$ cat config.mk
export PLATFORM = sky130hd
export DESIGN_NAME = cksl_top
export DESIGN_NICKNAME = d
export VERILOG_FILES = /design/src/shared/cksl_pkg.sv /design/src/hdl/cksl_cnt.sv /design/src/hdl/cksl_div.sv /design/src/hdl/cksl_top.sv
export SDC_FILE = /design/constraint.sdc
export NUM_CORES = 1
export LEC_CHECK = 0
export BUFFER_PORTS_ARGS = -buffer_cell sky130_fd_sc_hd__buf_2
export CORE_MARGIN = 4
export CORE_UTILIZATION = 47
export CTS_CLUSTER_SIZE = 20
export DETAILED_ROUTE_END_ITERATION = 7
export PLACE_DENSITY = 0.76
export SLEW_MARGIN = 10
export SYNTH_ARGS = -nofsm -noshare
export SYNTH_HDL_FRONTEND = slang
export SYNTH_SLANG_ARGS = --single-unit
$ cat constraint.sdc
create_clock -name pclk -period 3.25 [get_ports pclk]
set_input_delay 0.65 -clock pclk [delete_from_list [all_inputs] [get_ports pclk]]
set_output_delay 0.65 -clock pclk [all_outputs]
set_load 0.05 [all_outputs]
$ cat src/shared/cksl_pkg.sv
package cksl_pkg;

  ////////////////////////////////////////////////////////////////////////////
  // register map, byte addresses on the apb bus
  localparam logic [7:0] OFS_DIV = 8'h00;  // clock_divider_control
  localparam logic [7:0] OFS_SLP = 8'h04;  // sleep_control_register
  localparam logic [7:0] OFS_STAT = 8'h08;  // read-only status

  // clock_divider_control fields
  localparam int UNLOCK_BIT = 7;
  localparam int SEL_W = 4;
  localparam logic [7:0] UNLOCK_PATTERN = 8'h80;
  localparam logic [3:0] SEL_MAX = 4'h8;  // ratio 256
  localparam logic [3:0] SEL_RESET = 4'h0;  // fuse unprogrammed
  localparam logic [3:0] SEL_DIV8 = 4'h3;  // fuse programmed

  // sleep_control_register fields
  localparam int SLP_EN_BIT = 0;
  localparam int SLP_MODE_LSB = 1;
  localparam int MODE_W = 3;

  // sleep_mode_select codes
  localparam logic [2:0] MODE_IDLE = 3'h0;
  localparam logic [2:0] MODE_NRM = 3'h1;  // converter_noise_reduction_mode
  localparam logic [2:0] MODE_PDOWN = 3'h2;
  localparam logic [2:0] MODE_PSAVE = 3'h3;
  localparam logic [2:0] MODE_STBY = 3'h6;

  // timing counts in master clock cycles
  localparam int UNLOCK_CYCLES = 4;
  localparam int HALT_CYCLES = 4;
  localparam int STBY_CYCLES = 6;

  ////////////////////////////////////////////////////////////////////////////
  typedef enum logic [1:0] {
    ST_ACTIVE,
    ST_SLEEP,
    ST_START,
    ST_HALT
  } cksl_state_e;

  // wake sources and clocking of the display controller and async timer
  typedef struct packed {
    logic external_interrupt_zero_level;
    logic external_interrupt_zero_edge;
    logic pin_change;
    logic serial_start;
    logic display_irq;
    logic tmr_ovf;
    logic tmr_cmp;
    logic tmr_ovf_ie;   // async_timer_interrupt_mask overflow enable
    logic tmr_cmp_ie;   // async_timer_interrupt_mask compare enable
    logic global_ie;    // from processor_flags_word
    logic store_ready;
    logic conv_done;
    logic other_irq;
    logic disp_async;
    logic disp_sync;
    logic tmr_async;
    logic tmr_sync;
  } cksl_wake_s;

  // clock domain enables, high while the domain runs
  typedef struct packed {
    logic core;
    logic flash;
    logic periph;
    logic conv;
    logic async_clk;
    logic main_osc;
    logic timer_osc;
    logic ps_sync;  // sync clock to display and async timer only
  } cksl_gate_s;

endpackage

$ cat src/hdl/cksl_cnt.sv
`timescale 1ns/1ps
// down counter: load starts a run of val cycles with busy high
module cksl_cnt #(
  parameter int W = 4
) (
  // clock and reset
  input wire logic pclk,
  input wire logic presetn,
  // control
  input wire logic load,
  input wire logic clr,
  input wire logic [W-1:0] val,
  // state
  output logic [W-1:0] cnt,
  output logic busy
);

  logic [W-1:0] cnt_ff;
  logic busy_ff;
  logic [W-1:0] nxt_cnt;

  // clear wins over load so an early stop is never lost
  always_comb begin
    if (clr) begin
      nxt_cnt = '0;
    end else if (load) begin
      nxt_cnt = val;
    end else if (cnt_ff != '0) begin
      nxt_cnt = cnt_ff - W'(1);
    end else begin
      nxt_cnt = cnt_ff;
    end
  end

  // count and busy flag
  always_ff @(posedge pclk or negedge presetn) begin
    if (!presetn) begin
      cnt_ff <= '0;
      busy_ff <= 1'b0;
    end else begin
      cnt_ff <= nxt_cnt;
      busy_ff <= (nxt_cnt != '0);
    end
  end

  assign cnt = cnt_ff;
  assign busy = busy_ff;

endmodule

$ cat src/hdl/cksl_div.sv
`timescale 1ns/1ps
// master clock divider, one tick per divided period
module cksl_div #(
  parameter int SW = 4,
  parameter int CW = 8
) (
  // clock and reset
  input wire logic pclk,
  input wire logic presetn,
  // requested ratio code
  input wire logic [SW-1:0] sel,
  // divided clock tick and the ratio code in use
  output logic tick,
  output logic [SW-1:0] act_sel
);

  logic [CW-1:0] cnt_ff;
  logic [SW-1:0] act_ff;
  logic tick_ff;
  logic [CW-1:0] term;
  logic at_end;

  // last count of the running period, 2**code - 1
  assign term = CW'((CW + 1)'(1) << act_ff) - CW'(1);
  assign at_end = (cnt_ff == term);

  // new code taken only at a period boundary: no short or fast period
  always_ff @(posedge pclk or negedge presetn) begin
    if (!presetn) begin
      cnt_ff <= '0;
      act_ff <= '0;
      tick_ff <= 1'b0;
    end else begin
      tick_ff <= at_end;
      if (at_end) begin
        cnt_ff <= '0;
        act_ff <= sel;
      end else begin
        cnt_ff <= cnt_ff + CW'(1);
      end
    end
  end

  assign tick = tick_ff;
  assign act_sel = act_ff;

endmodule

$ cat src/hdl/cksl_top.sv
`timescale 1ns/1ps
// How it works
// unlock flag sets only on a write of the unlock bit alone.
// unlock flag clears four cycles later or on a select write.
// rewriting unlock during its window neither restarts nor clears it.
// select code n divides master clock by 2**n, codes up to 8.
// divided tick drives core and every synchronous peripheral.
// select resets to 0, or to 3 with divide-by-eight fuse programmed.
// any select value up to 8 is accepted in the window, fuse notwithstanding.
// sleep enable plus sleep instruction enters the selected mode.
// on wake, core stalls four cycles past start-up, then resumes.
// register contents survive sleep; reset during sleep restarts.
// idle stops core and flash clocks only; any interrupt wakes.
// entering idle or noise reduction starts a conversion if enabled.
// noise reduction stops peripheral, core and flash clocks.
// noise reduction wakes only on its listed sources.
// power-down stops all clocks; few wake sources.
// external level wake must be held long enough by the source.
// power-down wake waits the fuse-defined start-up delay.
// power-save is power-down plus timer, display and display wake.
// timer wake needs its enable and global interrupt enable.
// power-save stops unused timer oscillator and unused main clock.
// sync clock in power-save goes only to display and timer.
// deeper than idle, external interrupt zero wakes by level only.
// standby keeps oscillator on and wakes within six cycles.
// ratio changes are glitch-free with no faster intermediate period.
// software disables interrupts and writes select within four cycles.
// sleep with enable clear or reserved mode is a no-operation.
// reserved select write keeps ratio but clears the unlock flag.
module cksl_top #(
  parameter int ADDR_W = 8,
  parameter int START_W = 16
) (
  // clock and reset
  input wire logic pclk,
  input wire logic presetn,
  // apb slave
  input wire logic psel,
  input wire logic penable,
  input wire logic pwrite,
  input wire logic [ADDR_W-1:0] paddr,
  input wire logic [31:0] pwdata,
  input wire logic [3:0] pstrb,
  output logic [31:0] prdata,
  output logic pready,
  output logic pslverr,
  // cpu core
  input wire logic sleep_exec,
  output logic cpu_stall,
  output logic cpu_resume,
  // fuses, taken at the first edge after reset release
  input wire logic divide_by_eight_fuse,
  input wire logic ext_crystal_sel,
  input wire logic [START_W-1:0] wake_startup_cycles,
  // wake sources
  input wire cksl_pkg::cksl_wake_s wake,
  // converter
  input wire logic converter_enabled,
  output logic conv_start,
  // clock tree
  output logic sys_tick,
  output cksl_pkg::cksl_gate_s gate
);

  ////////////////////////////////////////////////////////////////////////////
  // apb slave: one wait state, read data sampled with pready
  logic pready_ff;
  logic pslverr_ff;
  logic [31:0] prdata_ff;
  logic acc_first;
  logic acc_done;
  logic hit_div;
  logic hit_slp;
  logic hit_stat;
  logic [7:0] wbyte;
  logic [31:0] rd_mux;

  assign acc_first = psel & penable & ~pready_ff;
  assign acc_done = psel & penable & pready_ff;
  assign hit_div = (paddr == ADDR_W'(cksl_pkg::OFS_DIV));
  assign hit_slp = (paddr == ADDR_W'(cksl_pkg::OFS_SLP));
  assign hit_stat = (paddr == ADDR_W'(cksl_pkg::OFS_STAT));
  assign wbyte = pwdata[7:0];

  logic unlock;
  logic [2:0] unl_cnt;
  logic [3:0] div_sel_ff;
  logic [3:0] act_sel;
  logic slp_en_ff;
  logic [2:0] slp_mode_ff;

  // registers are one byte wide in lane 0, upper bits read zero
  always_comb begin
    rd_mux = '0;
    if (hit_div) begin
      rd_mux[cksl_pkg::UNLOCK_BIT] = unlock;
      rd_mux[cksl_pkg::SEL_W-1:0] = div_sel_ff;
    end else if (hit_slp) begin
      rd_mux[cksl_pkg::SLP_EN_BIT] = slp_en_ff;
      rd_mux[cksl_pkg::SLP_MODE_LSB +: cksl_pkg::MODE_W] = slp_mode_ff;
    end else if (hit_stat) begin
      rd_mux[cksl_pkg::SEL_W-1:0] = act_sel;
      rd_mux[cksl_pkg::SEL_W] = (act_sel != div_sel_ff);  // switch pending
    end
  end

  // unmapped addresses answer with pslverr and zero data
  always_ff @(posedge pclk or negedge presetn) begin
    if (!presetn) begin
      pready_ff <= 1'b0;
      pslverr_ff <= 1'b0;
      prdata_ff <= '0;
    end else begin
      pready_ff <= acc_first;
      if (acc_first) begin
        prdata_ff <= pwrite ? 32'h0000_0000 : rd_mux;
        pslverr_ff <= ~(hit_div | hit_slp | hit_stat);
      end else begin
        pslverr_ff <= 1'b0;
      end
    end
  end

  logic wr_div;
  logic wr_slp;
  assign wr_div = acc_done & pwrite & pstrb[0] & hit_div;
  assign wr_slp = acc_done & pwrite & pstrb[0] & hit_slp;

  ////////////////////////////////////////////////////////////////////////////
  // divider change protection
  logic unl_set;
  logic sel_wr;
  logic sel_legal;

  // only the exact unlock pattern opens; a repeat in the window is ignored
  assign unl_set = wr_div & (wbyte == cksl_pkg::UNLOCK_PATTERN) & ~unlock;
  assign sel_wr = wr_div & ~wbyte[cksl_pkg::UNLOCK_BIT] & unlock;
  assign sel_legal = (wbyte[cksl_pkg::SEL_W-1:0] <= cksl_pkg::SEL_MAX);

  // window counter: busy is the unlock flag itself
  cksl_cnt #(.W(3)) u_unlock (
    .pclk(pclk),
    .presetn(presetn),
    .load(unl_set),
    .clr(sel_wr),
    .val(3'(cksl_pkg::UNLOCK_CYCLES)),
    .cnt(unl_cnt),
    .busy(unlock)
  );

  // select: constant under reset, fuse value caught at the first edge after
  logic fuse_done_ff;
  logic ext_crystal_ff;
  logic [START_W-1:0] startup_ff;
  always_ff @(posedge pclk or negedge presetn) begin
    if (!presetn) begin
      fuse_done_ff <= 1'b0;
      div_sel_ff <= cksl_pkg::SEL_RESET;
      ext_crystal_ff <= 1'b0;
      startup_ff <= '0;
    end else if (!fuse_done_ff) begin
      fuse_done_ff <= 1'b1;
      div_sel_ff <= divide_by_eight_fuse ? cksl_pkg::SEL_DIV8 : cksl_pkg::SEL_RESET;
      ext_crystal_ff <= ext_crystal_sel;
      startup_ff <= wake_startup_cycles;
    end else if (sel_wr && sel_legal) begin
      div_sel_ff <= wbyte[cksl_pkg::SEL_W-1:0];
    end
  end

  // glitch-free divider; its tick is the system clock enable
  logic div_tick;
  cksl_div #(.SW(cksl_pkg::SEL_W), .CW(8)) u_div (
    .pclk(pclk),
    .presetn(presetn),
    .sel(div_sel_ff),
    .tick(div_tick),
    .act_sel(act_sel)
  );

  ////////////////////////////////////////////////////////////////////////////
  // sleep control register; contents kept through sleep
  always_ff @(posedge pclk or negedge presetn) begin
    if (!presetn) begin
      slp_en_ff <= 1'b0;
      slp_mode_ff <= cksl_pkg::MODE_IDLE;
    end else if (wr_slp) begin
      slp_en_ff <= wbyte[cksl_pkg::SLP_EN_BIT];
      slp_mode_ff <= wbyte[cksl_pkg::SLP_MODE_LSB +: cksl_pkg::MODE_W];
    end
  end

  ////////////////////////////////////////////////////////////////////////////
  // sleep sequencer
  cksl_pkg::cksl_state_e state_ff;
  cksl_pkg::cksl_state_e nxt_state;
  logic [2:0] mode_ff;
  logic mode_ok;
  logic enter;
  logic tmr_wake;
  logic wake_hit;
  logic use_async;
  logic use_sync;
  logic wk_load;
  logic [START_W-1:0] wk_val;
  logic [START_W-1:0] wk_cnt;
  logic wk_last;

  // standby needs a crystal; reserved codes never sleep
  always_comb begin
    case (slp_mode_ff)
      cksl_pkg::MODE_IDLE: mode_ok = 1'b1;
      cksl_pkg::MODE_NRM: mode_ok = 1'b1;
      cksl_pkg::MODE_PDOWN: mode_ok = 1'b1;
      cksl_pkg::MODE_PSAVE: mode_ok = 1'b1;
      cksl_pkg::MODE_STBY: mode_ok = ext_crystal_ff;
      default: mode_ok = 1'b0;
    endcase
  end

  assign enter = sleep_exec & slp_en_ff & mode_ok;
  assign tmr_wake = wake.global_ie & ((wake.tmr_ovf & wake.tmr_ovf_ie) |
                                      (wake.tmr_cmp & wake.tmr_cmp_ie));
  assign use_async = wake.disp_async | wake.tmr_async;
  assign use_sync = wake.disp_sync | wake.tmr_sync;
  assign wk_last = (wk_cnt == START_W'(1));

  // wake sources narrow with depth; edge form of external_interrupt_zero only wakes idle
  always_comb begin
    case (mode_ff)
      cksl_pkg::MODE_IDLE: wake_hit = wake.external_interrupt_zero_level | wake.external_interrupt_zero_edge | wake.pin_change |
                                      wake.serial_start | wake.display_irq | tmr_wake |
                                      wake.store_ready | wake.conv_done |
                                      wake.other_irq;
      cksl_pkg::MODE_NRM: wake_hit = wake.conv_done | wake.display_irq | wake.serial_start |
                                     tmr_wake | wake.store_ready | wake.external_interrupt_zero_level |
                                     wake.pin_change;
      cksl_pkg::MODE_PSAVE: wake_hit = wake.serial_start | wake.external_interrupt_zero_level | wake.pin_change |
                                       wake.display_irq | tmr_wake;
      default: wake_hit = wake.serial_start | wake.external_interrupt_zero_level |
                          wake.pin_change;
    endcase
  end

  // sleep, start-up wait in power-down, power-save and standby, four-cycle halt, then back to running
  always_comb begin
    nxt_state = state_ff;
    wk_load = 1'b0;
    wk_val = '0;
    case (state_ff)
      cksl_pkg::ST_ACTIVE: begin
        if (enter) begin
          nxt_state = cksl_pkg::ST_SLEEP;
        end
      end
      cksl_pkg::ST_SLEEP: begin
        if (wake_hit) begin
          wk_load = 1'b1;
          if (mode_ff == cksl_pkg::MODE_PDOWN || mode_ff == cksl_pkg::MODE_PSAVE) begin
            nxt_state = cksl_pkg::ST_START;
            wk_val = (startup_ff == '0) ? START_W'(1) : startup_ff;
          end else if (mode_ff == cksl_pkg::MODE_STBY) begin
            nxt_state = cksl_pkg::ST_START;
            wk_val = START_W'(cksl_pkg::STBY_CYCLES);
          end else begin
            nxt_state = cksl_pkg::ST_HALT;
            wk_val = START_W'(cksl_pkg::HALT_CYCLES);
          end
        end
      end
      cksl_pkg::ST_START: begin
        if (wk_last) begin
          nxt_state = cksl_pkg::ST_HALT;
          wk_load = 1'b1;
          wk_val = START_W'(cksl_pkg::HALT_CYCLES);
        end
      end
      cksl_pkg::ST_HALT: begin
        if (wk_last) begin
          nxt_state = cksl_pkg::ST_ACTIVE;
        end
      end
      default: nxt_state = cksl_pkg::ST_ACTIVE;
    endcase
  end

  cksl_cnt #(.W(START_W)) u_wake (
    .pclk(pclk),
    .presetn(presetn),
    .load(wk_load),
    .clr(1'b0),
    .val(wk_val),
    .cnt(wk_cnt),
    .busy()
  );

  // only presetn clears state, so reset during sleep restarts the core
  always_ff @(posedge pclk or negedge presetn) begin
    if (!presetn) begin
      state_ff <= cksl_pkg::ST_ACTIVE;
      mode_ff <= cksl_pkg::MODE_IDLE;
    end else begin
      state_ff <= nxt_state;
      if (enter && state_ff == cksl_pkg::ST_ACTIVE) begin
        mode_ff <= slp_mode_ff;
      end
    end
  end

  ////////////////////////////////////////////////////////////////////////////
  // clock domain enables per state and mode
  cksl_pkg::cksl_gate_s nxt_gate;
  cksl_pkg::cksl_gate_s gate_ff;
  always_comb begin
    nxt_gate = '0;
    nxt_gate.timer_osc = use_async;
    if (nxt_state == cksl_pkg::ST_ACTIVE || nxt_state == cksl_pkg::ST_HALT) begin
      nxt_gate = '1;
      nxt_gate.timer_osc = use_async;
      nxt_gate.ps_sync = 1'b0;
    end else begin
      case (nxt_state == cksl_pkg::ST_SLEEP && state_ff == cksl_pkg::ST_ACTIVE ?
            slp_mode_ff : mode_ff)
        cksl_pkg::MODE_IDLE: begin
          nxt_gate.periph = 1'b1;
          nxt_gate.conv = 1'b1;
          nxt_gate.async_clk = 1'b1;
          nxt_gate.main_osc = 1'b1;
        end
        cksl_pkg::MODE_NRM: begin
          nxt_gate.conv = 1'b1;
          nxt_gate.async_clk = 1'b1;
          nxt_gate.main_osc = 1'b1;
        end
        cksl_pkg::MODE_PSAVE: begin
          nxt_gate.async_clk = use_async;
          nxt_gate.main_osc = use_sync;
          nxt_gate.ps_sync = use_sync;
        end
        cksl_pkg::MODE_STBY: begin
          nxt_gate.timer_osc = 1'b0;
          nxt_gate.main_osc = 1'b1;
        end
        default: begin
          nxt_gate.timer_osc = 1'b0;
        end
      endcase
      if (nxt_state == cksl_pkg::ST_START) begin
        nxt_gate.main_osc = 1'b1;  // oscillator restarts during the wait
      end
    end
  end

  // registered outputs toward core, converter and clock tree
  logic stall_ff;
  logic resume_ff;
  logic conv_start_ff;
  logic tick_ff;
  always_ff @(posedge pclk or negedge presetn) begin
    if (!presetn) begin
      gate_ff <= '1;
      stall_ff <= 1'b0;
      resume_ff <= 1'b0;
      conv_start_ff <= 1'b0;
      tick_ff <= 1'b0;
    end else begin
      gate_ff <= nxt_gate;
      tick_ff <= div_tick;
      stall_ff <= (nxt_state != cksl_pkg::ST_ACTIVE);
      resume_ff <= (state_ff == cksl_pkg::ST_HALT) && (nxt_state == cksl_pkg::ST_ACTIVE);
      conv_start_ff <= enter && (state_ff == cksl_pkg::ST_ACTIVE) && converter_enabled &&
                       (slp_mode_ff == cksl_pkg::MODE_IDLE ||
                        slp_mode_ff == cksl_pkg::MODE_NRM);
    end
  end

  assign prdata = prdata_ff;
  assign pready = pready_ff;
  assign pslverr = pslverr_ff;
  assign cpu_stall = stall_ff;
  assign cpu_resume = resume_ff;
  assign conv_start = conv_start_ff;
  assign sys_tick = tick_ff;
  assign gate = gate_ff;
endmodule

After elaboration in Yosys (flattened, before gate mapping)
Index checks and enable logic that the tools add are counted.
{ "classes": {"n_addsub": 4, "magnitude_cmp": 1, "n_eq_ne": 24, "n_shift": 1, "muxes": 45, "bitwise": 43, "reduce_logical": 25} }
{ "ops": {"columns": ["operator", "count"], "rows": [
  ["$mux 16", 5],
  ["$pmux 16 s2", 1],
  ["$or 1x1->1", 23],
  ["$and 1x1->1", 16],
  ["$eq 16x1->1 const B", 1],
  ["$logic_not 16->1", 1],
  ["$mux 4", 4],
  ["$mux 8", 2],
  ["$reduce_bool 16->1", 1],
  ["$sub 16x1->16 const B", 1],
  ["$eq 3x2->1 const B", 5],
  ["$mux 3", 5],
  ["$mux 2", 7],
  ["$mux 1", 13],
  ["$eq 3x1->1 const B", 3],
  ["$eq 3x3->1 const B", 3],
  ["$logic_not 3->1", 3],
  ["$add 8x1->8 const B", 1],
  ["$eq 2x2->1 const B", 4],
  ["$eq 8x3->1 const B", 1],
  ["$eq 8x4->1 const B", 1],
  ["$eq 8x8->1", 1],
  ["$eq 8x8->1 const B", 1],
  ["$logic_not 8->1", 1],
  ["21 further kinds", 39]
]} }
{ "totals": {"register_bits": 110, "elab_cells": 172} }

Logic depth before layout (Yosys ltp)
Gate-level depths: netlist (run 1).
{ "logic_depth": {"word_depth": 19, "mapped_depth": 14, "depth_no_buf": 14} }

Modules after synthesis
Synthesis (run 1) repeated with hierarchy kept, for this count alone.
{ "hier_totals": {"cells_unflattened": 511, "area_unflattened_um2": 5134.9} }
{ "by_module_without_submodules": {"columns": ["module", "n_inst", "cells_each", "area_per_inst_um2", "seq_area_each_um2"], "rows": [
  ["cksl_top", 1, 283, 2974.1, 1260.0],
  ["cksl_cnt (u_wake)", 1, 128, 1146.1, 425.4],
  ["cksl_div", 1, 74, 765.7, 325.3],
  ["cksl_cnt (u_unlock)", 1, 26, 249.0, 100.1]
]} }

Worst setup path before layout (run 1)
No wires, ideal clock.
{ "synth_timing": {"path_kind": "register to register", "start": "register u_wake.cnt_ff[9], in the netlist u_wake.cnt[9]", "end": "register gate_ff (netlist bit gate[2])", "t_arrival_ns": 3.300, "t_required_ns": 3.164, "path_slack_ns": -0.136, "path_stages_with_launch": 12, "cell_sequence": "dfrtp_1 > or4_4 > or4_4 > or2_1 > and2_4 > o31a_2 > a21o_1 > ha_1 > nand2_1 > mux2i_1 > nor3_1 > a2111o_1"} }
{ "synth_lines": {"columns": ["element", "line", "rtl"], "rows": [
  ["start: declaration", "cksl_cnt.sv:18", "logic [W-1:0] cnt_ff;"],
  ["start signal: assignment", "cksl_cnt.sv:41", "cnt_ff <= nxt_cnt;"],
  ["end signal: assignment", "cksl_top.sv:367", "gate_ff <= nxt_gate;"],
  ["end: declaration", "cksl_top.sv:313", "cksl_pkg::cksl_gate_s gate_ff;"]
]} }

==> reports/qor.yml, run 1 <==
route:
  dr.pass1.iters: 4
  drtAntennaViolNets: 0
  remaining_drc_errors: 0
  wl_per_cell_um: 14.9
  routed_wl_um: 10100
  viasPerCell: 5.28
  num_vias: 3583
  first_iter_violations: 140
global_routing:
  grt_pass1_vias: 3496
  antenna_found_initial: 0
  gr-total-overflow: 0
  grt_usage: 0.185
  grt_max_degree: 84
  grt_pass1_wl_um: 16800
sta:
  setup_viol: 3
  rsz0062_at_grt: "yes"
  fin_skew_ns: 0.0135
  hold_viol_final: 0
  min_period_over_period: 1.03
  holdWs_ns: 0.357
  worstMarginPinSlew_ns: 1.03
  setup_slack_ns: -0.0876
  fmax_mhz: 300
  period_needed_ns: 3.34
  relSlewSlack: 0.315
  final_max_slew_viol_count: 0
power:
  leakagePower_nw: 2.57
  vdd_drop_max_v: 0.000339
  p_per_area_mw_per_mm2: 781
placed_design:
  port_buffers: 78
  place_hpwl_um: 7460
  post_dp_cell_area_sq_mm: 0.00507
  gp_congestion: 0.857
setup_path:
  crit_type: "reg2reg"
  critPathLaunchType: "flip-flop"
  path_max_fanout: 4
  r2r_setup_slack_ns: -0.09
  rr_worst_depth: 11
  required_ns: 3.53
  end_kind: "flip-flop"
  r2r-start: "u_wake.cnt[11]$_DFFE_PN0P_"
  r2r_end: "gate[2]$_DFF_PN1_"
  arrival_ns: 3.62
cts:
  cts_root_buffer: "clkbuf_8"
  clock-sinks: 83
  clk_pin_slew_ns: 0.09
  numCtsBuffers: 9
  h-tree-depth: 3
  cts_tree: "yes"
  cts_buffer_depth: 2
  clk_latency_ns: 0.36
floorplan:
  start_util: 0.488
  pin_count: 132
  die_x_um: 106
  num_rows: 35
  die_area_sq_mm: 0.0113
  die_height_um: 106
  core_sq_mm: 0.00933
finish:
  area_growth_pct: 18.2
  fillerInstances: 787
  nNetsFinal: 645
  drive_gt1_frac: 0.302
  n_antenna_cell: 0
  final_area_sq_mm: 0.00538
synthesis:
  seq_area_frac_synth: 0.458
  synth_edf_count: 0
  synthesis.area_sq_mm: 0.00455
  synth_seq_cells: 83
  ys.warnings.count: 0
  synth_cell_types: 61
  async_reset_ff_frac: 1.00
  ys.flop_type: "dfrtp_1"
  avgSynthCellArea_sq_um: 10.1
  synthCells: 452
status:
  outcome: "finished, violations left"
  violations: "setup timing"
worst_hold_path:
  holdPathEnd: "sys_tick$_DFF_PN0_"
  holdPathStages: 0
  hp-class: "reg2reg"
  hold_start: "u_div.tick$_DFF_PN0_"
flow_run:
  maxCapViolations: 0
-- how the worst max path moves through the flow --
stage	from	endpoint	slack [ns]	cells after the start
6_report	u_wake.cnt[11]$_DFFE_PN0P_	gate[2]$_DFF_PN1_	-0.09	11
5_1_grt	u_wake.cnt[8]$_DFFE_PN0P_	gate[2]$_DFF_PN1_	-0.19	11
4_1_cts	u_wake.cnt[8]$_DFFE_PN0P_	gate[2]$_DFF_PN1_	-0.08	11
3_5_place_dp	u_wake.cnt[8]$_DFFE_PN0P_	gate[2]$_DFF_PN1_	-0.19	11
3_3_place_gp	u_wake.cnt[8]$_DFFE_PN0P_	gate[2]$_DFF_PN1_	-0.1	11
2_1_floorplan	u_wake.cnt[8]$_DFFE_PN0P_	gate[2]$_DFF_PN1_	-0.04	11
-- report_power, final --
part | internal, mW | total [mW] | switching (mW)
clock network | 0.459 | 0.848 | 0.389
logic | 0.806 | 1.83 | 1.02
registers | 1.27 | 1.52 | 0.252
total | 2.54 | 4.20 | 1.67
-- cells in the mapped netlist, types with 6 or more instances --
cell type	instances	area, sq um
nor2b_1	7	43.8
nand2_1	33	124
a32o_1	7	70.1
xnor2_1	12	105
nand2b_1	7	43.8
a21oi_1	22	110
nand4_1	7	43.8
nand3_1	11	55.1
nor3_1	10	50.1
dfstp_2	7	184
and3_1	6	37.5
nor4_1	10	62.6
mux2_2	25	282
inv_1	20	75.1
nor2_1	38	143
ha_1	15	188
clkbuf_1	9	33.8
buf_4	27	203
xor2_1	12	105
dfrtp_1	76	1900
o21ai_0	15	75.1
-- state kept, by name (all words and copies together), names as in the netlist, 4 cells and up --
register       count
startup_ff        16
u_wake.cnt        16
u_div.cnt_ff       8
gate               7
prdata             6
div_sel_ff         4
u_div.act_sel      4
-- worst max-delay path: stages, from the launching register on --
cell and delay [ns]:
dfrtp_1 0.39, or4_4 0.53, or4_4 0.43, or2_4 0.27, and2_4 0.16, o311a_1 0.30
o21ba_4 0.24, ha_4 0.13, nand2_4 0.07, mux2i_2 0.18, nand2b_1 0.16, a2111o_1 0.41
-- metrics by stage --
stage	worst slack (ns)	std cells	utilization	power, mW	setup TNS [ns]
floorplan	-0.0415	477	-	2.79	-0.0415
detailed placement	-0.185	659	0.543	3.23	-0.671
global route	-0.187	678	0.577	4.53	-0.626
finish	-0.0876	678	0.577	4.20	-0.128
global placement	-0.0956	659	0.543	3.16	-0.245
CTS	-0.0811	677	0.573	4.17	-0.0811
-- area by class of cell --
class / count / area, sq um / share of cell area
multi-input combinational: 335 / 2310 / 0.429
clock buffer: 11 / 141 / 0.0263
inverter: 20 / 75.1 / 0.0140
sequential: 83 / 2090 / 0.388
clock inverter: 5 / 85.1 / 0.0158
timing repair buffer: 95 / 520 / 0.0968
tap: 129 / 161 / 0.0300
-- logic make-up (layout without fill, tap and decap cells) --
kind of cell / after synthesis / after routing / synth area share
adders and majority gates: 15 / 15 / 0.0412
DFF: 83 / 83 / 0.458
and+or+nand+nor: 150 / 150 / 0.169
xor gates and xnor gates: 24 / 24 / 0.0462
buffers and inverters: 59 / 131 / 0.0712
AOI/OAI and AO/OA: 89 / 89 / 0.139
muxes: 30 / 30 / 0.0728
other: 2 / 27 / 0.00165
-- what timing repair did --
action                                  in CTS  in global routing
hold buffers                                 0                  0
setup buffers                                2                  1
pin swaps                                    4                  2
endpoints found under the setup margin       6                  6
resized for setup                            7                  9
-- layer usage --
metal  track usage  up-vias  wire length [um]
li1              -     1748                 -
met1         0.248     1731              4480
met2         0.301       91              4970
met3        0.0389       13               545
met4        0.0575        0               142
met5             0        -                 0
-- layout by cell type, fill, tap and decap left out, types with 12 or more instances in the layout --
cell type,synthesis,final
dfrtp_1,76,76
o21ai_0,15,12
xnor2_1,12,12
buf_2,1,77
mux2_2,25,25
buf_4,27,18
xor2_1,12,12
a21oi_1,22,20
ha_1,15,14
nand2_1,33,30
nor2_1,38,38
conb_1,2,27
inv_1,20,20
Power figures use the tool's default switching activity.
==> inputs of run 2 (changes only) <==
Settings changed: CAP_MARGIN set to 20, SKIP_CTS_REPAIR_TIMING set to 1.
==> run 2 against run 1 <==
Against the previous run: the run still ends with setup timing left; cell area is 0.86% higher; maximum frequency is 0.99% lower; power is 0.78% higher; sequential power hardly changed; largest power group unchanged.
==> reports/qor.yml, run 2 (synthesis results as in run 1) <==
power:
  combPwrFrac: 0.439  # +0.004
  clockPowerShare: 0.200  # -0.002
  pwr-share-seq: 0.360  # -0.003
  p_per_area_mw_per_mm2: 781  # about the same
  switchingPower_mw: 1.68  # +0.89%
  power.internal_mw: 2.56  # +0.72%
  swShare: 0.397  # +0.000409
  vdd_drop_max_v: 0.000340  # +0.21%
  leakagePower_nw: 2.58  # +0.68%
floorplan:
  die_height_um: 106  # unchanged
  pin_count: 132  # unchanged
  die_x_um: 106  # unchanged
  num_rows: 35  # unchanged
  start_util: 0.488  # unchanged
  core_sq_mm: 0.00933  # unchanged
  die_area_sq_mm: 0.0113  # unchanged
setup_path:
  crit_path_frequent_cell: "or4_4"
  max_stage_delay_ns: 0.51  # -0.02 ns
  crit_buf_inv: 0  # unchanged
  crit_type: "reg2reg"
  crit_family: "simple AND/OR/NAND/NOR gates"
  required_ns: 3.53  # about the same
  cp_slowest_cell: "or4_4"
  critPathLaunchType: "flip-flop"
  end_kind: "flip-flop"
  arrival_ns: 3.65  # +0.03 ns
  path_max_fanout: 4  # unchanged
  path_cells: "or4_4, or4_4, or2_4, and2_4, o31a_2, a21o_1, ha_4, nand2_4, mux2i_2, nor3_1, a2111o_1"
global_routing:
  grt_pass1_vias: 3466  # -0.86%
  grt_pass1_wl_um: 16600  # -1.1%
  grt_max_degree: 84  # unchanged
  antenna_found_initial: 0  # unchanged
  grt_usage: 0.183  # -0.00220
  gr-total-overflow: 0  # unchanged
sta:
  rsz0062_at_grt: "yes"
  period_needed_ns: 3.37  # +0.0332 ns
  holdWs_ns: 0.149  # -0.208 ns
  min_period_over_period: 1.04  # +0.0102
  fin_skew_ns: 0.0149  # +0.00144 ns
  fmax_mhz: 297  # -0.99%
  final_max_slew_viol_count: 0  # unchanged
  setup_viol: 2  # -1
  hold_viol_final: 0  # unchanged
  worstMarginPinSlew_ns: 0.908  # -0.119 ns
  relSlewSlack: 0.395  # +0.0794
  setup_tns_ns: -0.139  # -0.0114 ns
  setup_slack_ns: -0.121  # -0.0332 ns
placed_design:
  gp_congestion: 0.857  # unchanged
  place_hpwl_um: 7460  # unchanged
  post_dp_cell_area_sq_mm: 0.00507  # unchanged
  port_buffers: 78  # unchanged
finish:
  final_util: 0.582  # +0.00496
  n_antenna_cell: 0  # unchanged
  area_growth_pct: 19.2
  fillerInstances: 780  # -0.89%
  mostFrequentLayoutCell: "buf_2"
  final_area_sq_mm: 0.00543  # +0.86%
  drive_gt1_frac: 0.309  # +0.00616
  nNetsFinal: 647  # +0.31%
  final_cell_mix: "buf_2 (77), dfrtp_1 (75), nor2_1 (38)"
cts:
  clk_latency_ns: 0.36  # about the same
  clk_pin_slew_ns: 0.10  # about the same
  cts_tree: "yes"
  clock-sinks: 83  # unchanged
  numCtsBuffers: 9  # unchanged
  h-tree-depth: 3  # unchanged
  cts_buffer_depth: 2  # unchanged
  cts_root_buffer: "clkbuf_8"
route:
  viasPerCell: 5.27  # -0.27%
  drtAntennaViolNets: 0  # unchanged
  remaining_drc_errors: 0  # unchanged
  wl_per_cell_um: 14.9  # -0.34%
  routed_wl_um: 10100  # about the same
  first_iter_violations: 121  # -14%
  num_vias: 3584  # +0.028%
  dr.pass1.iters: 4  # unchanged
flow_run:
  maxCapViolations: 0  # unchanged
worst_hold_path:
  hp-class: "in2async"
status:
  violations: "setup timing"
  outcome: "finished, violations left"
[run 2: final timing paths]
kind	startpoint	depth (start not counted)	slack, ns	end
setup / recovery	u_wake.cnt[8]$_DFFE_PN0P_	11	-0.12	gate[2]$_DFF_PN1_
hold / removal	presetn	1	0.15	pready$_DFF_PN0_
setup reg to reg	u_wake.cnt[8]$_DFFE_PN0P_	11	-0.12	gate[2]$_DFF_PN1_
hold reg to reg	u_div.tick$_DFF_PN0_	0	0.36	sys_tick$_DFF_PN0_
max in group asynchronous	presetn	2	2.47	gate[2]$_DFF_PN1_
min in group pclk	u_div.tick$_DFF_PN0_	0	0.36	sys_tick$_DFF_PN0_
[run 2: metal layers]
layer | share of wire | up-vias | GRT usage | routed length (um)
met4 | 0.010 | 0 | 0.0575 | 106
met1 | 0.44 | 1740 | 0.245 | 4480
li1 | - | 1748 | - | -
met3 | 0.049 | 9 | 0.0389 | 500
met2 | 0.50 | 87 | 0.297 | 5050
met5 | 0 | - | 0 | 0
[run 2: final cells by class]
cell class              instances  area, sq um  area share
repair buffers                 97          556       0.102
well taps                     129          161      0.0298
clock buffers                  11          141      0.0261
multi-input cells             335         2320       0.428
clock inverters                 5         85.1      0.0157
flip-flops and latches         83         2090       0.385
inverters                      20         75.1      0.0138
[run 2: power groups by stage]
| stage | registers [mW] | logic [mW] | clock network [mW] |
|---|---|---|---|
| 2_1_floorplan | 1.56 | 1.22 | 0 |
| 3_3_place_gp | 1.53 | 1.63 | 0 |
| 3_5_place_dp | 1.54 | 1.68 | 0 |
| 4_1_cts | 1.53 | 1.69 | 0.863 |
| 5_1_grt | 1.57 | 2.07 | 0.921 |
| 6_report | 1.53 | 1.86 | 0.848 |
[run 2: stage by stage]
stage	cells	setup slack (ns)	total power, mW
3_5_place_dp	659	-0.185	3.23
2_1_floorplan	477	-0.0415	2.79
4_1_cts	675	-0.193	4.08
6_report	680	-0.121	4.24
5_1_grt	680	-0.197	4.56
3_3_place_gp	659	-0.0956	3.16
==> inputs of run 3 (changes only) <==
Settings changed: PLACE_DENSITY 0.76 to unset, PLACE_DENSITY_LB_ADDON set to 0.2.
==> run 3 against run 2 <==
Against the previous run: the flow still finishes with violations (setup timing); first-iteration DRC count grew 25%; sequential share of layout area is 0.46 points higher; sequential power about the same; utilization down 0.72 points; cell area shrank 1.2%; critical path depth is the same; non-clock buffer count down 4; register-to-register slack improved by 0.03 ns; global-route usage down 0.31 points.
==> reports/qor.yml, run 3 (synthesis results as in run 1) <==
status:
  outcome: "finished, violations left"
  violations: "setup timing"
power:
  leakagePower_nw: 2.56  # -1.1%
  p_per_area_mw_per_mm2: 772  # -1.2%
  vdd_drop_max_v: 0.000306  # -9.9%
  fin_total_pwr_mw: 4.13  # -2.4%
global_routing:
  grt_use_met1: 0.235  # -0.00966
  gr-total-overflow: 0  # unchanged
  grt_max_degree: 84  # unchanged
  grt_usage: 0.179  # -0.00314
  use_met3: 0.0468  # +0.00789
  use_met2: 0.294  # -0.00317
  grt_pass1_vias: 3610  # +4.2%
  antenna_found_initial: 0  # unchanged
  grt_busiest_layer: "met2"
  grt_pass1_wl_um: 16600  # +0.30%
cts:
  clock-sinks: 83  # unchanged
  cts_root_buffer: "clkbuf_8"
  numCtsBuffers: 9  # unchanged
  clk_latency_ns: 0.35  # about the same
  clk_pin_slew_ns: 0.08  # -0.02 ns
  cts_buffer_depth: 2  # unchanged
  cts_tree: "yes"
  h-tree-depth: 3  # unchanged
sta:
  fmax_mhz: 300  # +0.96%
  fin_skew_ns: 0.00805  # -0.00688 ns
  period_needed_ns: 3.34  # -0.0319 ns
  setup_slack_ns: -0.0889  # +0.0319 ns
  setup_viol: 1  # -1
  hold_viol_final: 0  # unchanged
  holdWs_ns: 0.161  # +0.0123 ns
  rsz0062_at_grt: "yes"
  worstMarginPinSlew_ns: 0.919  # +0.0111 ns
  relSlewSlack: 0.387  # -0.00739
  final_max_slew_viol_count: 0  # unchanged
  min_period_over_period: 1.03  # -0.00982
route:
  num_vias: 3557  # -0.75%
  wl_per_cell_um: 14.8  # -0.84%
  first_iter_violations: 151  # +25%
  viasPerCell: 5.26  # -0.17%
  drtAntennaViolNets: 0  # unchanged
  remaining_drc_errors: 0  # unchanged
  routed_wl_um: 9990  # -1.4%
  dr.pass1.iters: 4  # unchanged
setup_path:
  path_max_fanout: 4  # unchanged
  path_cells: "or4_4, or4_4, or2_1, and2_4, o311a_1, o21ba_4, ha_4, nand2_4, mux2i_2, nand2b_1, a2111o_1"
  crit_path_frequent_cell: "or4_4"
  arrival_ns: 3.61  # -0.04 ns
  max_stage_delay_ns: 0.53  # +0.02 ns
  crit_type: "reg2reg"
  end_kind: "flip-flop"
  crit_buf_inv: 0  # unchanged
  required_ns: 3.52  # about the same
  crit_family: "simple AND/OR/NAND/NOR gates"
  critPathLaunchType: "flip-flop"
  cp_slowest_cell: "or4_4"
placed_design:
  dp_cells: 659  # unchanged
  place_hpwl_um: 7300  # -2.1%
  port_buffers: 78  # unchanged
  gp_congestion: 0.887  # +3.6%
  pre_cts_ws_ns: -0.113  # +0.0725 ns
finish:
  nNetsFinal: 643  # -0.62%
  final_util: 0.574  # -0.00724
  area_growth_pct: 17.7
  mostFrequentLayoutCell: "buf_2"
  final_cell_count_no_fill: 676  # -0.59%
  n_antenna_cell: 0  # unchanged
  final_cell_mix: "buf_2 (77), dfrtp_1 (76), nor2_1 (38)"
  fillerInstances: 853  # +9.4%
  drive_gt1_frac: 0.293  # -0.0160
flow_run:
  maxCapViolations: 0  # unchanged
worst_hold_path:
  hp-class: "in2async"
floorplan:
  die_height_um: 106  # unchanged
  die_area_sq_mm: 0.0113  # unchanged
  die_x_um: 106  # unchanged
  core_sq_mm: 0.00933  # unchanged
  pin_count: 132  # unchanged
  num_rows: 35  # unchanged
  start_util: 0.488  # unchanged
## run 3: cell count changes in the layout (fill, tap and decap cells not counted), sizes merged
cell / previous run / this run
buf: 97 / 93
clkinv: 1 / 2
inv: 21 / 20
## run 3: layout make-up
class | instances | area, sq um | area share
flip-flops and latches | 83 | 2090 | 0.389
repair buffers | 93 | 526 | 0.0981
multi-input cells | 335 | 2300 | 0.429
clock buffers | 11 | 131 | 0.0245
clock inverters | 5 | 77.6 | 0.0145
inverters | 20 | 75.1 | 0.0140
well taps | 129 | 161 | 0.0301
## run 3: final timing paths
path / startpoint / slack (ns) / cells past startpoint / to
hold reg to reg: u_div.tick$_DFF_PN0_ / 0.36 / 0 / sys_tick$_DFF_PN0_
min in group pclk: u_div.tick$_DFF_PN0_ / 0.36 / 0 / sys_tick$_DFF_PN0_
hold / removal: presetn / 0.16 / 1 / startup_ff[5]$_DFFE_PN0N_
max in group asynchronous: presetn / 2.45 / 2 / gate[1]$_DFF_PN1_
setup / recovery: u_wake.cnt[11]$_DFFE_PN0P_ / -0.09 / 11 / gate[2]$_DFF_PN1_
setup reg to reg: u_wake.cnt[11]$_DFFE_PN0P_ / -0.09 / 11 / gate[2]$_DFF_PN1_
## run 3: where the power goes
group | switching (mW) | internal, mW | leakage, nW
logic | 1.01 | 0.794 | 1.43
clock network | 0.375 | 0.431 | 0.103
registers | 0.254 | 1.27 | 1.02
total | 1.64 | 2.50 | 2.56
## run 3: metal layers
layer / up-vias / share of wire
met5: - / 0
met4: 0 / 0.016
li1: 1738 / -
met1: 1720 / 0.45
met2: 87 / 0.48
met3: 12 / 0.046
## run 3: metrics by stage
| step | area [sq um] | TNS, ns |
|---|---|---|
| floorplan | 4660 | -0.0415 |
| global placement | 5070 | -0.0966 |
| detailed placement | 5070 | -0.343 |
| CTS | 5280 | -0.481 |
| global route | 5360 | -0.505 |
| finish | 5360 | -0.0889 |
